`src/dcs_defines.svh`:
```
// Register offsets, field positions and selector codes for the channel setup block
`ifndef DCS_DEFINES_SVH
`define DCS_DEFINES_SVH
`define DCS_OFS_INT_STATUS 8'h00
`define DCS_OFS_INT_MASK 8'h04
`define DCS_OFS_CH0_CTL 8'h10
`define DCS_OFS_CH0_SRC 8'h14
`define DCS_OFS_CH0_DST 8'h18
`define DCS_OFS_CH0_LEN 8'h1c
`define DCS_OFS_CH1_CTL 8'h20
`define DCS_OFS_CH1_SRC 8'h24
`define DCS_OFS_CH1_DST 8'h28
`define DCS_OFS_CH1_LEN 8'h2c
`define DCS_ADDR_W 19
`define DCS_LEN_W 18
`define DCS_CTL_W 13
`define DCS_BIT_GO 0
`define DCS_BIT_RELOAD 1
`define DCS_SRC_LO 4
`define DCS_SRC_HI 7
`define DCS_DST_LO 8
`define DCS_DST_HI 11
`define DCS_BIT_WIDTH 12
`define DCS_CTL_WMASK 13'h1ff3
`define DCS_ADDR_BIT_HALF 0
`define DCS_ADDR_BIT_WORD 10
`define DCS_NCH 2
`define DCS_SEL_MEM 4'h0
`define DCS_SEL_BBRAM 4'h1
`define DCS_DST_MODEM 4'h2
`define DCS_DST_UART0 4'h3
`define DCS_DST_I2S_DAC 4'h5
`define DCS_SEL_SD 4'h6
`define DCS_SEL_SD1 4'h7
`define DCS_SEL_UART1 4'h8
`define DCS_SEL_SPI1 4'h9
`define DCS_DST_LCD 4'hc
`define DCS_SEL_SPI0 4'hd
`define DCS_SRC_UART0 4'h3
`define DCS_SRC_MODEM 4'h4
`define DCS_SRC_ADC 4'h5
`define DCS_SRC_I2S 4'ha
`define DCS_UNIT_BYTE 2'h0
`define DCS_UNIT_FIFO_WR 2'h1
`define DCS_UNIT_FIFO_RD 2'h2
`endif

```
`src/dcs_pkg.sv`:
```
// Types shared by the channel setup block
package dcs_pkg;
   typedef enum logic [1:0] {
      DCS_IDLE = 2'b00,
      DCS_RUN = 2'b01,
      DCS_DONE = 2'b11
   } dcs_state_type;

   typedef struct packed {
      logic [18:0] src;
      logic [18:0] dst;
      logic [17:0] len;
      logic [3:0] src_sel;
      logic [3:0] dst_sel;
      logic wide;
      logic [1:0] unit;
   } dcs_xfer_type;
endpackage

```
`src/dcs_setup_regs.sv`:
```
// Two-channel transfer setup registers with Wishbone slave and interrupt
//
// The Wishbone interface to the registers was chosen for this implementation.
`timescale 1ns/1ps
`include "dcs_defines.svh"
module dcs_setup_regs
   import dcs_pkg::*;
(
   // Clock and reset
   input wire logic core_clk,
   input wire logic rst_n,
   input wire logic clk_en,
   // Wishbone slave
   input wire logic wb_cyc_i,
   input wire logic wb_stb_i,
   input wire logic wb_we_i,
   input wire logic [7:0] wb_adr_i,
   input wire logic [3:0] wb_sel_i,
   input wire logic [31:0] wb_dat_i,
   output logic [31:0] wb_dat_o,
   output logic wb_ack_o,
   // Mover side, per channel
   input wire logic [1:0] xfer_step,
   input wire logic [1:0] xfer_err,
   output logic [1:0] xfer_run,
   output logic [37:0] xfer_src,
   output logic [37:0] xfer_dst,
   output logic [35:0] xfer_len,
   output logic [7:0] xfer_src_sel,
   output logic [7:0] xfer_dst_sel,
   output logic [3:0] xfer_sample_size,
   output logic [3:0] xfer_unit,
   // Interrupt
   output logic irq
);
   logic [12:0] ctl_ff [`DCS_NCH];
   logic [18:0] src_ff [`DCS_NCH];
   logic [18:0] dst_ff [`DCS_NCH];
   logic [17:0] len_ff [`DCS_NCH];
   logic [1:0] stat_ff;
   logic [1:0] mask_ff;
   logic ack_ff;
   logic [31:0] rdat_ff;
   logic irq_ff;
   logic [1:0] done_ev;
   logic [1:0] clr_go;
   logic [1:0] run_w;
   dcs_xfer_type prog [`DCS_NCH];
   dcs_xfer_type act [`DCS_NCH];
   logic req;
   logic wr;
   logic [31:0] wmask;
   logic [31:0] rd_mux;
   logic [1:0] stat_clr;

   assign req = wb_cyc_i & wb_stb_i & ~ack_ff;
   // Writes act at the edge that ends the ack cycle, while the master still holds
   assign wr = wb_cyc_i & wb_stb_i & wb_we_i & ack_ff;
   assign wmask = {{8{wb_sel_i[3]}}, {8{wb_sel_i[2]}},
                   {8{wb_sel_i[1]}}, {8{wb_sel_i[0]}}};

   genvar g;
   generate
      for (g = 0; g < `DCS_NCH; g++) begin : g_ch
         logic [7:0] base;
         logic [3:0] ssel;
         logic [3:0] dsel;
         logic wide;
         logic [18:0] amask;
         logic fifo_wr;
         logic fifo_rd;
         logic [31:0] wd;
         logic [1:0] r_run;
         logic [3:0] sz;
         assign base = 8'(`DCS_OFS_CH0_CTL + g * 16);
         assign wd = wb_dat_i & wmask;
         assign ssel = ctl_ff[g][`DCS_SRC_HI:`DCS_SRC_LO];
         assign dsel = ctl_ff[g][`DCS_DST_HI:`DCS_DST_LO];
         assign wide = ctl_ff[g][`DCS_BIT_WIDTH];
         // Width-dependent address bit masking
         always_comb begin
            amask = '1;
            if ((dsel == `DCS_DST_I2S_DAC || ssel == `DCS_SRC_I2S) && !wide)
               amask[`DCS_ADDR_BIT_HALF] = 1'b0;
            if ((dsel == `DCS_SEL_SPI1 || ssel == `DCS_SEL_SPI1) && wide)
               amask[`DCS_ADDR_BIT_WORD] = 1'b0;
         end
         // Length unit selection
         assign fifo_wr = dsel == `DCS_DST_LCD || dsel == `DCS_DST_I2S_DAC ||
            dsel == `DCS_SEL_SPI0 || dsel == `DCS_SEL_SPI1 ||
            dsel == `DCS_DST_MODEM;
         assign fifo_rd = ssel == `DCS_SRC_ADC || ssel == `DCS_SEL_SPI0 ||
            ssel == `DCS_SEL_SPI1 || ssel == `DCS_SRC_MODEM;
         always_comb begin
            prog[g].src = src_ff[g] & amask;
            prog[g].dst = dst_ff[g] & amask;
            prog[g].len = len_ff[g];
            prog[g].src_sel = ssel;
            prog[g].dst_sel = dsel;
            prog[g].wide = wide;
            if (fifo_wr)
               prog[g].unit = `DCS_UNIT_FIFO_WR;
            else if (fifo_rd)
               prog[g].unit = `DCS_UNIT_FIFO_RD;
            else
               prog[g].unit = `DCS_UNIT_BYTE;
         end
         // Sample size in bytes from the width bit and selectors
         always_comb begin
            sz = 4'h1;
            if (act[g].dst_sel == `DCS_DST_I2S_DAC ||
                act[g].src_sel == `DCS_SRC_I2S)
               sz = act[g].wide ? 4'h3 : 4'h2;
            else if (act[g].dst_sel == `DCS_SEL_SPI1 ||
                     act[g].src_sel == `DCS_SEL_SPI1)
               sz = act[g].wide ? 4'h4 : 4'h1;
         end
         dcs_chan_ctl u_ctl (
            .core_clk(core_clk),
            .rst_n(rst_n),
            .clk_en(clk_en),
            .prog(prog[g]),
            .go_bit(ctl_ff[g][`DCS_BIT_GO]),
            .reload(ctl_ff[g][`DCS_BIT_RELOAD]),
            .step(xfer_step[g]),
            .xfer_err(xfer_err[g]),
            .active(act[g]),
            .running(run_w[g]),
            .done_pulse(done_ev[g]),
            .clear_go(clr_go[g]),
            .remain()
         );
         // Register writes
         always_ff @(posedge core_clk or negedge rst_n) begin
            if (!rst_n) begin
               ctl_ff[g] <= '0;
               src_ff[g] <= '0;
               dst_ff[g] <= '0;
               len_ff[g] <= '0;
            end else if (clk_en) begin
               if (wr && wb_adr_i == base) begin
                  ctl_ff[g] <= (ctl_ff[g] & ~wmask[12:0]) |
                     (wd[12:0] & `DCS_CTL_WMASK);
               end else if (clr_go[g]) begin
                  ctl_ff[g][`DCS_BIT_GO] <= 1'b0;
               end
               if (wr && wb_adr_i == 8'(base + 8'h04))
                  src_ff[g] <= (src_ff[g] & ~wmask[18:0]) |
                     wd[18:0];
               if (wr && wb_adr_i == 8'(base + 8'h08))
                  dst_ff[g] <= (dst_ff[g] & ~wmask[18:0]) |
                     wd[18:0];
               if (wr && wb_adr_i == 8'(base + 8'h0c))
                  len_ff[g] <= (len_ff[g] & ~wmask[17:0]) | wd[17:0];
            end
         end
         // Latched parameters to the mover
         always_ff @(posedge core_clk or negedge rst_n) begin
            if (!rst_n) begin
               xfer_src[g*19 +: 19] <= '0;
               xfer_dst[g*19 +: 19] <= '0;
               xfer_len[g*18 +: 18] <= '0;
               xfer_src_sel[g*4 +: 4] <= '0;
               xfer_dst_sel[g*4 +: 4] <= '0;
               xfer_sample_size[g*2 +: 2] <= '0;
               xfer_unit[g*2 +: 2] <= '0;
               xfer_run[g] <= 1'b0;
            end else if (clk_en) begin
               xfer_src[g*19 +: 19] <= act[g].src;
               xfer_dst[g*19 +: 19] <= act[g].dst;
               xfer_len[g*18 +: 18] <= act[g].len;
               xfer_src_sel[g*4 +: 4] <= act[g].src_sel;
               xfer_dst_sel[g*4 +: 4] <= act[g].dst_sel;
               xfer_sample_size[g*2 +: 2] <= 2'(sz - 4'h1);
               xfer_unit[g*2 +: 2] <= act[g].unit;
               xfer_run[g] <= run_w[g];
            end
         end
      end
   endgenerate

   // Read multiplexer
   always_comb begin
      rd_mux = 32'h00000000;
      unique case (wb_adr_i)
         `DCS_OFS_INT_STATUS: rd_mux = {30'h0, stat_ff};
         `DCS_OFS_INT_MASK: rd_mux = {30'h0, mask_ff};
         `DCS_OFS_CH0_CTL: rd_mux = {19'h0, ctl_ff[0]};
         `DCS_OFS_CH0_SRC: rd_mux = {13'h0, src_ff[0]};
         `DCS_OFS_CH0_DST: rd_mux = {13'h0, dst_ff[0]};
         `DCS_OFS_CH0_LEN: rd_mux = {14'h0, len_ff[0]};
         `DCS_OFS_CH1_CTL: rd_mux = {19'h0, ctl_ff[1]};
         `DCS_OFS_CH1_SRC: rd_mux = {13'h0, src_ff[1]};
         `DCS_OFS_CH1_DST: rd_mux = {13'h0, dst_ff[1]};
         `DCS_OFS_CH1_LEN: rd_mux = {14'h0, len_ff[1]};
         default: rd_mux = 32'h00000000;
      endcase
   end

   // Bus answer one cycle after request
   always_ff @(posedge core_clk or negedge rst_n) begin
      if (!rst_n) begin
         ack_ff <= 1'b0;
         rdat_ff <= 32'h00000000;
      end else if (clk_en) begin
         ack_ff <= req;
         if (req)
            rdat_ff <= rd_mux;
      end
   end

   assign stat_clr = (wr && wb_adr_i == `DCS_OFS_INT_STATUS) ?
      (wb_dat_i[1:0] & {2{wb_sel_i[0]}}) : 2'b00;

   // Interrupt status, mask and output
   always_ff @(posedge core_clk or negedge rst_n) begin
      if (!rst_n) begin
         stat_ff <= 2'b00;
         mask_ff <= 2'b00;
         irq_ff <= 1'b0;
      end else if (clk_en) begin
         stat_ff <= (stat_ff & ~stat_clr) | done_ev;
         if (wr && wb_adr_i == `DCS_OFS_INT_MASK && wb_sel_i[0])
            mask_ff <= wb_dat_i[1:0];
         irq_ff <= |(stat_ff & mask_ff);
      end
   end

   assign wb_ack_o = ack_ff;
   assign wb_dat_o = rdat_ff;
   assign irq = irq_ff;
endmodule // dcs_setup_regs

```
`src/dcs_chan_ctl.sv`:
```
// One channel's run control: latch, count, complete, abort, reload
`timescale 1ns/1ps
`include "dcs_defines.svh"
module dcs_chan_ctl
   import dcs_pkg::*;
(
   // Clock and reset
   input wire logic core_clk,
   input wire logic rst_n,
   input wire logic clk_en,
   // Programmed parameters
   input wire dcs_xfer_type prog,
   input wire logic go_bit,
   input wire logic reload,
   // Mover side
   input wire logic step,
   input wire logic xfer_err,
   // Results
   output dcs_xfer_type active,
   output logic running,
   output logic done_pulse,
   output logic clear_go,
   output logic [17:0] remain
);
   dcs_state_type state_ff;
   dcs_state_type nxt_state;
   logic go_prev_ff;
   logic [17:0] cnt_ff;
   logic [17:0] nxt_cnt;
   logic done_ff;
   logic clr_ff;
   dcs_xfer_type act_ff;
   logic rise;
   logic last;

   assign rise = go_bit & ~go_prev_ff;
   assign last = step & (cnt_ff <= 18'h00001);
   assign active = act_ff;
   assign running = (state_ff == DCS_RUN);
   assign done_pulse = done_ff;
   assign clear_go = clr_ff;
   assign remain = cnt_ff;

   always_comb begin
      nxt_state = state_ff;
      nxt_cnt = cnt_ff;
      unique case (state_ff)
         DCS_IDLE: begin
            if (rise) begin
               nxt_state = DCS_RUN;
               nxt_cnt = prog.len;
            end
         end
         DCS_RUN: begin
            if (!go_bit || xfer_err) begin
               nxt_state = DCS_IDLE;
            end else if (last || cnt_ff == 18'h00000) begin
               nxt_state = DCS_DONE;
            end else if (step) begin
               nxt_cnt = cnt_ff - 18'h00001;
            end
         end
         DCS_DONE: begin
            if (reload && go_bit) begin
               nxt_state = DCS_RUN;
               nxt_cnt = prog.len;
            end else begin
               nxt_state = DCS_IDLE;
            end
         end
         default: nxt_state = DCS_IDLE;
      endcase
   end

   always_ff @(posedge core_clk or negedge rst_n) begin
      if (!rst_n) begin
         state_ff <= DCS_IDLE;
         cnt_ff <= 18'h00000;
         go_prev_ff <= 1'b0;
      end else if (clk_en) begin
         state_ff <= nxt_state;
         cnt_ff <= nxt_cnt;
         go_prev_ff <= go_bit;
      end
   end

   // Parameters frozen while running
   always_ff @(posedge core_clk or negedge rst_n) begin
      if (!rst_n) begin
         act_ff <= '0;
      end else if (clk_en) begin
         if ((state_ff == DCS_IDLE && rise) ||
             (state_ff == DCS_DONE && reload && go_bit)) begin
            act_ff <= prog;
         end
      end
   end

   always_ff @(posedge core_clk or negedge rst_n) begin
      if (!rst_n) begin
         done_ff <= 1'b0;
         clr_ff <= 1'b0;
      end else if (clk_en) begin
         done_ff <= (state_ff == DCS_RUN) && (nxt_state == DCS_DONE);
         clr_ff <= ((state_ff == DCS_RUN) && go_bit && xfer_err) ||
            ((state_ff == DCS_DONE) && !(reload && go_bit));
      end
   end
endmodule // dcs_chan_ctl

```
`config.mk`:
```
export PLATFORM = sky130hd
export DESIGN_NAME = dcs_setup_regs
export DESIGN_NICKNAME = d
export VERILOG_FILES = /design/src/dcs_pkg.sv /design/src/dcs_setup_regs.sv /design/src/dcs_chan_ctl.sv
export VERILOG_INCLUDE_DIRS = /design/src /design/src/src
export SDC_FILE = /design/constraint.sdc
export NUM_CORES = 1
export LEC_CHECK = 0
export ABC_AREA = 1
export BUFFER_PORTS_ARGS = -buffer_cell sky130_fd_sc_hd__buf_2
export CORE_MARGIN = 2
export CORE_UTILIZATION = 30
export DETAILED_ROUTE_END_ITERATION = 10
export GPL_TIMING_DRIVEN = 0
export MAX_ROUTING_LAYER = met4
export PLACE_DENSITY = 0.46
export SYNTH_ARGS = -nofsm -noshare
export SYNTH_HDL_FRONTEND = slang
export SYNTH_SLANG_ARGS = --single-unit
```
`constraint.sdc`:
```
create_clock -name core_clk -period 3.4 [get_ports core_clk]
set_input_delay 0.68 -clock core_clk [delete_from_list [all_inputs] [get_ports core_clk]]
set_output_delay 0.68 -clock core_clk [all_outputs]
set_load 0.1 [all_outputs]
```
==> reports/results.tsv <==
stage	metric	value	unit
placed_design	hpwl dp	56200	um
power_and_ir_drop	LEAKAGE	13.2	nW
timing	max_slew headroom	0.128	
drt	DR iter-0 viols	1567	
global_routing	initial antenna violation count	7	
yosys	Synth Area per Inst	8.11	sq um
global_routing	vias in the first global route	17800	
yosys	share of the synthesized area in the top cell type	0.563	
timing	setup TNS	0	ps
worst_setup_path	critical path capture point type	flip-flop	
finish	most frequent cells in the layout	1110 x nand2_1, 481 x dfrtp_1, 302 x o21ai_0	
timing	Worst-Margin Slew	1310	ps
worst_setup_path	crit path kind	input pin to flip-flop	
power_and_ir_drop	Pwr Total	17.3	mW
clock_tree	# clock sinks	481	
yosys	Async S/R FF share, synth	1.00	
worst_setup_path	max incr delay on CP	1000	ps
global_routing	gr usage total	0.206	
timing	RSZ-0062 raised after global routing	no	
yosys	number of enable flip-flop cells after synthesis	0	
timing	final hold violations	0	
clock_tree	setup bufs post-CTS	0	
worst_setup_path	worst path required time	3950	ps
global_routing	largest net degree at the start of global routing	121	
drt	per-cell routed wire length	18.9	um
timing	Slew Viols, Final	0	
floorplanning	starting density of the core	0.304	
worst_setup_path	Buf/Inv on CP	4	
yosys	area leader, netlist	dfrtp_1	
worst_hold_path	Hold WC Path Type	input pin to flip-flop	
worst_setup_path	slowest CP cell	clkbuf_1	
yosys	post-synthesis sequential area ratio	0.563	
yosys	Syn Inst Count	2634	
clock_tree	CTS tree	done	
placed_design	GPL Wtd Cong	0.904	
floorplanning	Vert. Die Dim	271	um
drt	TritonRoute pass-1 iters	6	
outcome	outcome	finished clean	
flow_run	# Max-Cap Violations	0	
worst_setup_path	crit path cell chain	buf_2 -> buf_2 -> clkbuf_1 -> clkbuf_1 -> nand2_1 -> nand2_1	
yosys	synth top area cells	dfrtp_1 56%, nand2_1 20%, o21ai_0 7.1%, inv_1 3.8%, nor2_1 2.6%	
floorplanning	Ports	226	
global_routing	GRT overflow	0	
clock_tree	clk_lat worst skew	620	ps
yosys	Synth Flop Type	dfrtp_1	
clock_tree	H-tree lvl count	2	
global_routing	global-route wire length before repair	112000	um
worst_setup_path	crit path DAT	3180	ps
timing	final setup vio count	0	
finish	commonest non-fill, non-tap cell in the layout	nand2_1	
power_and_ir_drop	peak supply drop	0.000348	V
yosys	distinct cell type count after synthesis	46	
drt	routed vias/inst	4.65	
timing	fin crit period	2630	ps
finish	layout cells sized above 1	0.129	
floorplanning	Die W	271	um
placed_design	PortBufs	197	
yosys	total of warnings raised by yosys	0	
worst_setup_path	maximum fanout along the worst path	10	
clock_tree	Root Driver	clkbuf_16	
drt	vias after detailed routing	18100	
floorplanning	Die ar.	73400	sq um
clock_tree	Max clock buf depth	3	
clock_tree	Num CTS Buffers	54	
worst_setup_path	Worst setup SP type	input pin	
drt	# DRC	0	
timing	fin crit share	0.772	
drt	post-route ant nets	0	
finish	P&R area growth vs syn	19.6	%
drt	total wire length	73700	um
floorplanning	row count	97	
timing	Layout Skew	22.3	ps
power_and_ir_drop	pwr/cell area	677	nW/um^2
worst_setup_path	Worst path top cell family by delay	buffers and inverters	
floorplanning	CORE AREA	70300	sq um
yosys	Netlist Area Pre-Place	21400	sq um
clock_tree	Reg clk slew, reported paths	60	ps
timing	fmax	0.381	GHz
finish	NumNets Final	2972	
yosys	Seq cells post-synth	481	
[metrics by stage]
step	hold WS (ps)	cells	utilization	worst slack, ps	instance area, sq um
floorplan	384	2646	-	1040	21400
global placement	454	3783	0.335	-8380	23600
detailed placement	453	3787	0.337	127	23700
CTS	274	3882	0.363	749	25500
global route	301	3889	0.363	553	25500
finish	303	3890	0.363	775	25500
[per-layer routing]
layer | wire, um | track usage
met4 | 1030 | 0.0382
met3 | 4740 | 0.0445
met1 | 34400 | 0.283
met2 | 33500 | 0.316
met5 | 0 | -
[power by group]
part | total, mW | internal, mW | switching, mW
registers | 6.69 | 6.24 | 0.450
clock network | 6.05 | 3.62 | 2.43
logic | 4.57 | 1.12 | 3.44
total | 17.3 | 11.0 | 6.32
[worst register-to-register path: stages (launching register included)]
cell      delay (ps)
dfrtp_1          400
inv_1            100
ha_1             220
nand3_1           90
nand2_1           90
nand2_1          420
clkbuf_1         450
clkbuf_1         520
o21ai_0          160
[worst paths after layout]
check / from / endpoint / slack, ps / cells after the start
min: wb_dat_i[15] / flip-flop / 300 / 3
max reg2reg: g_ch[1].u_ctl.state_ff[0] / g_ch[1].u_ctl.active[22] / 800 / 8
max in group asynchronous: rst_n / xfer_dst[15] / 1430 / 4
max: clk_en / xfer_src[22] / 770 / 6
min in group asynchronous: rst_n / g_ch[1].u_ctl.remain[9] / 490 / 2
min reg2reg: xfer_src[7] / xfer_src[7] / 460 / 2
[Yosys cell counts (9+ instances only)]
master	count
inv_1	216
o22ai_1	9
buf_4	18
nand2_2	9
nand2_1	1110
clkbuf_1	59
buf_2	21
ha_1	14
o21ai_0	302
nor2_1	148
o21ai_1	29
nand3_1	79
a21oi_1	31
nand4_1	15
dfrtp_1	481
buf_1	11
[area by class of cell]
type / instances / area [sq um]
diodes: 8 / 20.0
plain buffers: 115 / 564
clock buffers: 80 / 1600
clock inverters: 14 / 225
fillers: 7336 / 44700
inverters: 226 / 850
multi-input cells: 1824 / 7960
flip-flops and latches: 481 / 12000
well taps: 940 / 1180
repair buffers: 202 / 1120
[timing repair]
action,in CTS,in global routing
gates resized for setup,0,0
hold endpoints to repair,17,0
hold buffers,1,0
[kinds of logic (layout without fill, tap and decap cells)]
logic type                 count (synthesis)  count (layout)  synth area share
buffers and inverters                    341             637            0.0662
DFF                                      481             481             0.563
other                                      1              21          0.000176
muxes                                      2               2          0.000937
adders and majority gates                 14              14           0.00820
xor gates and xnor gates                   4               4           0.00164
AOI/OAI and AO/OA                        392             392            0.0951
and+or+nand+nor                         1399            1399             0.264
No activity file was read; power rests on OpenSTA's default activity.
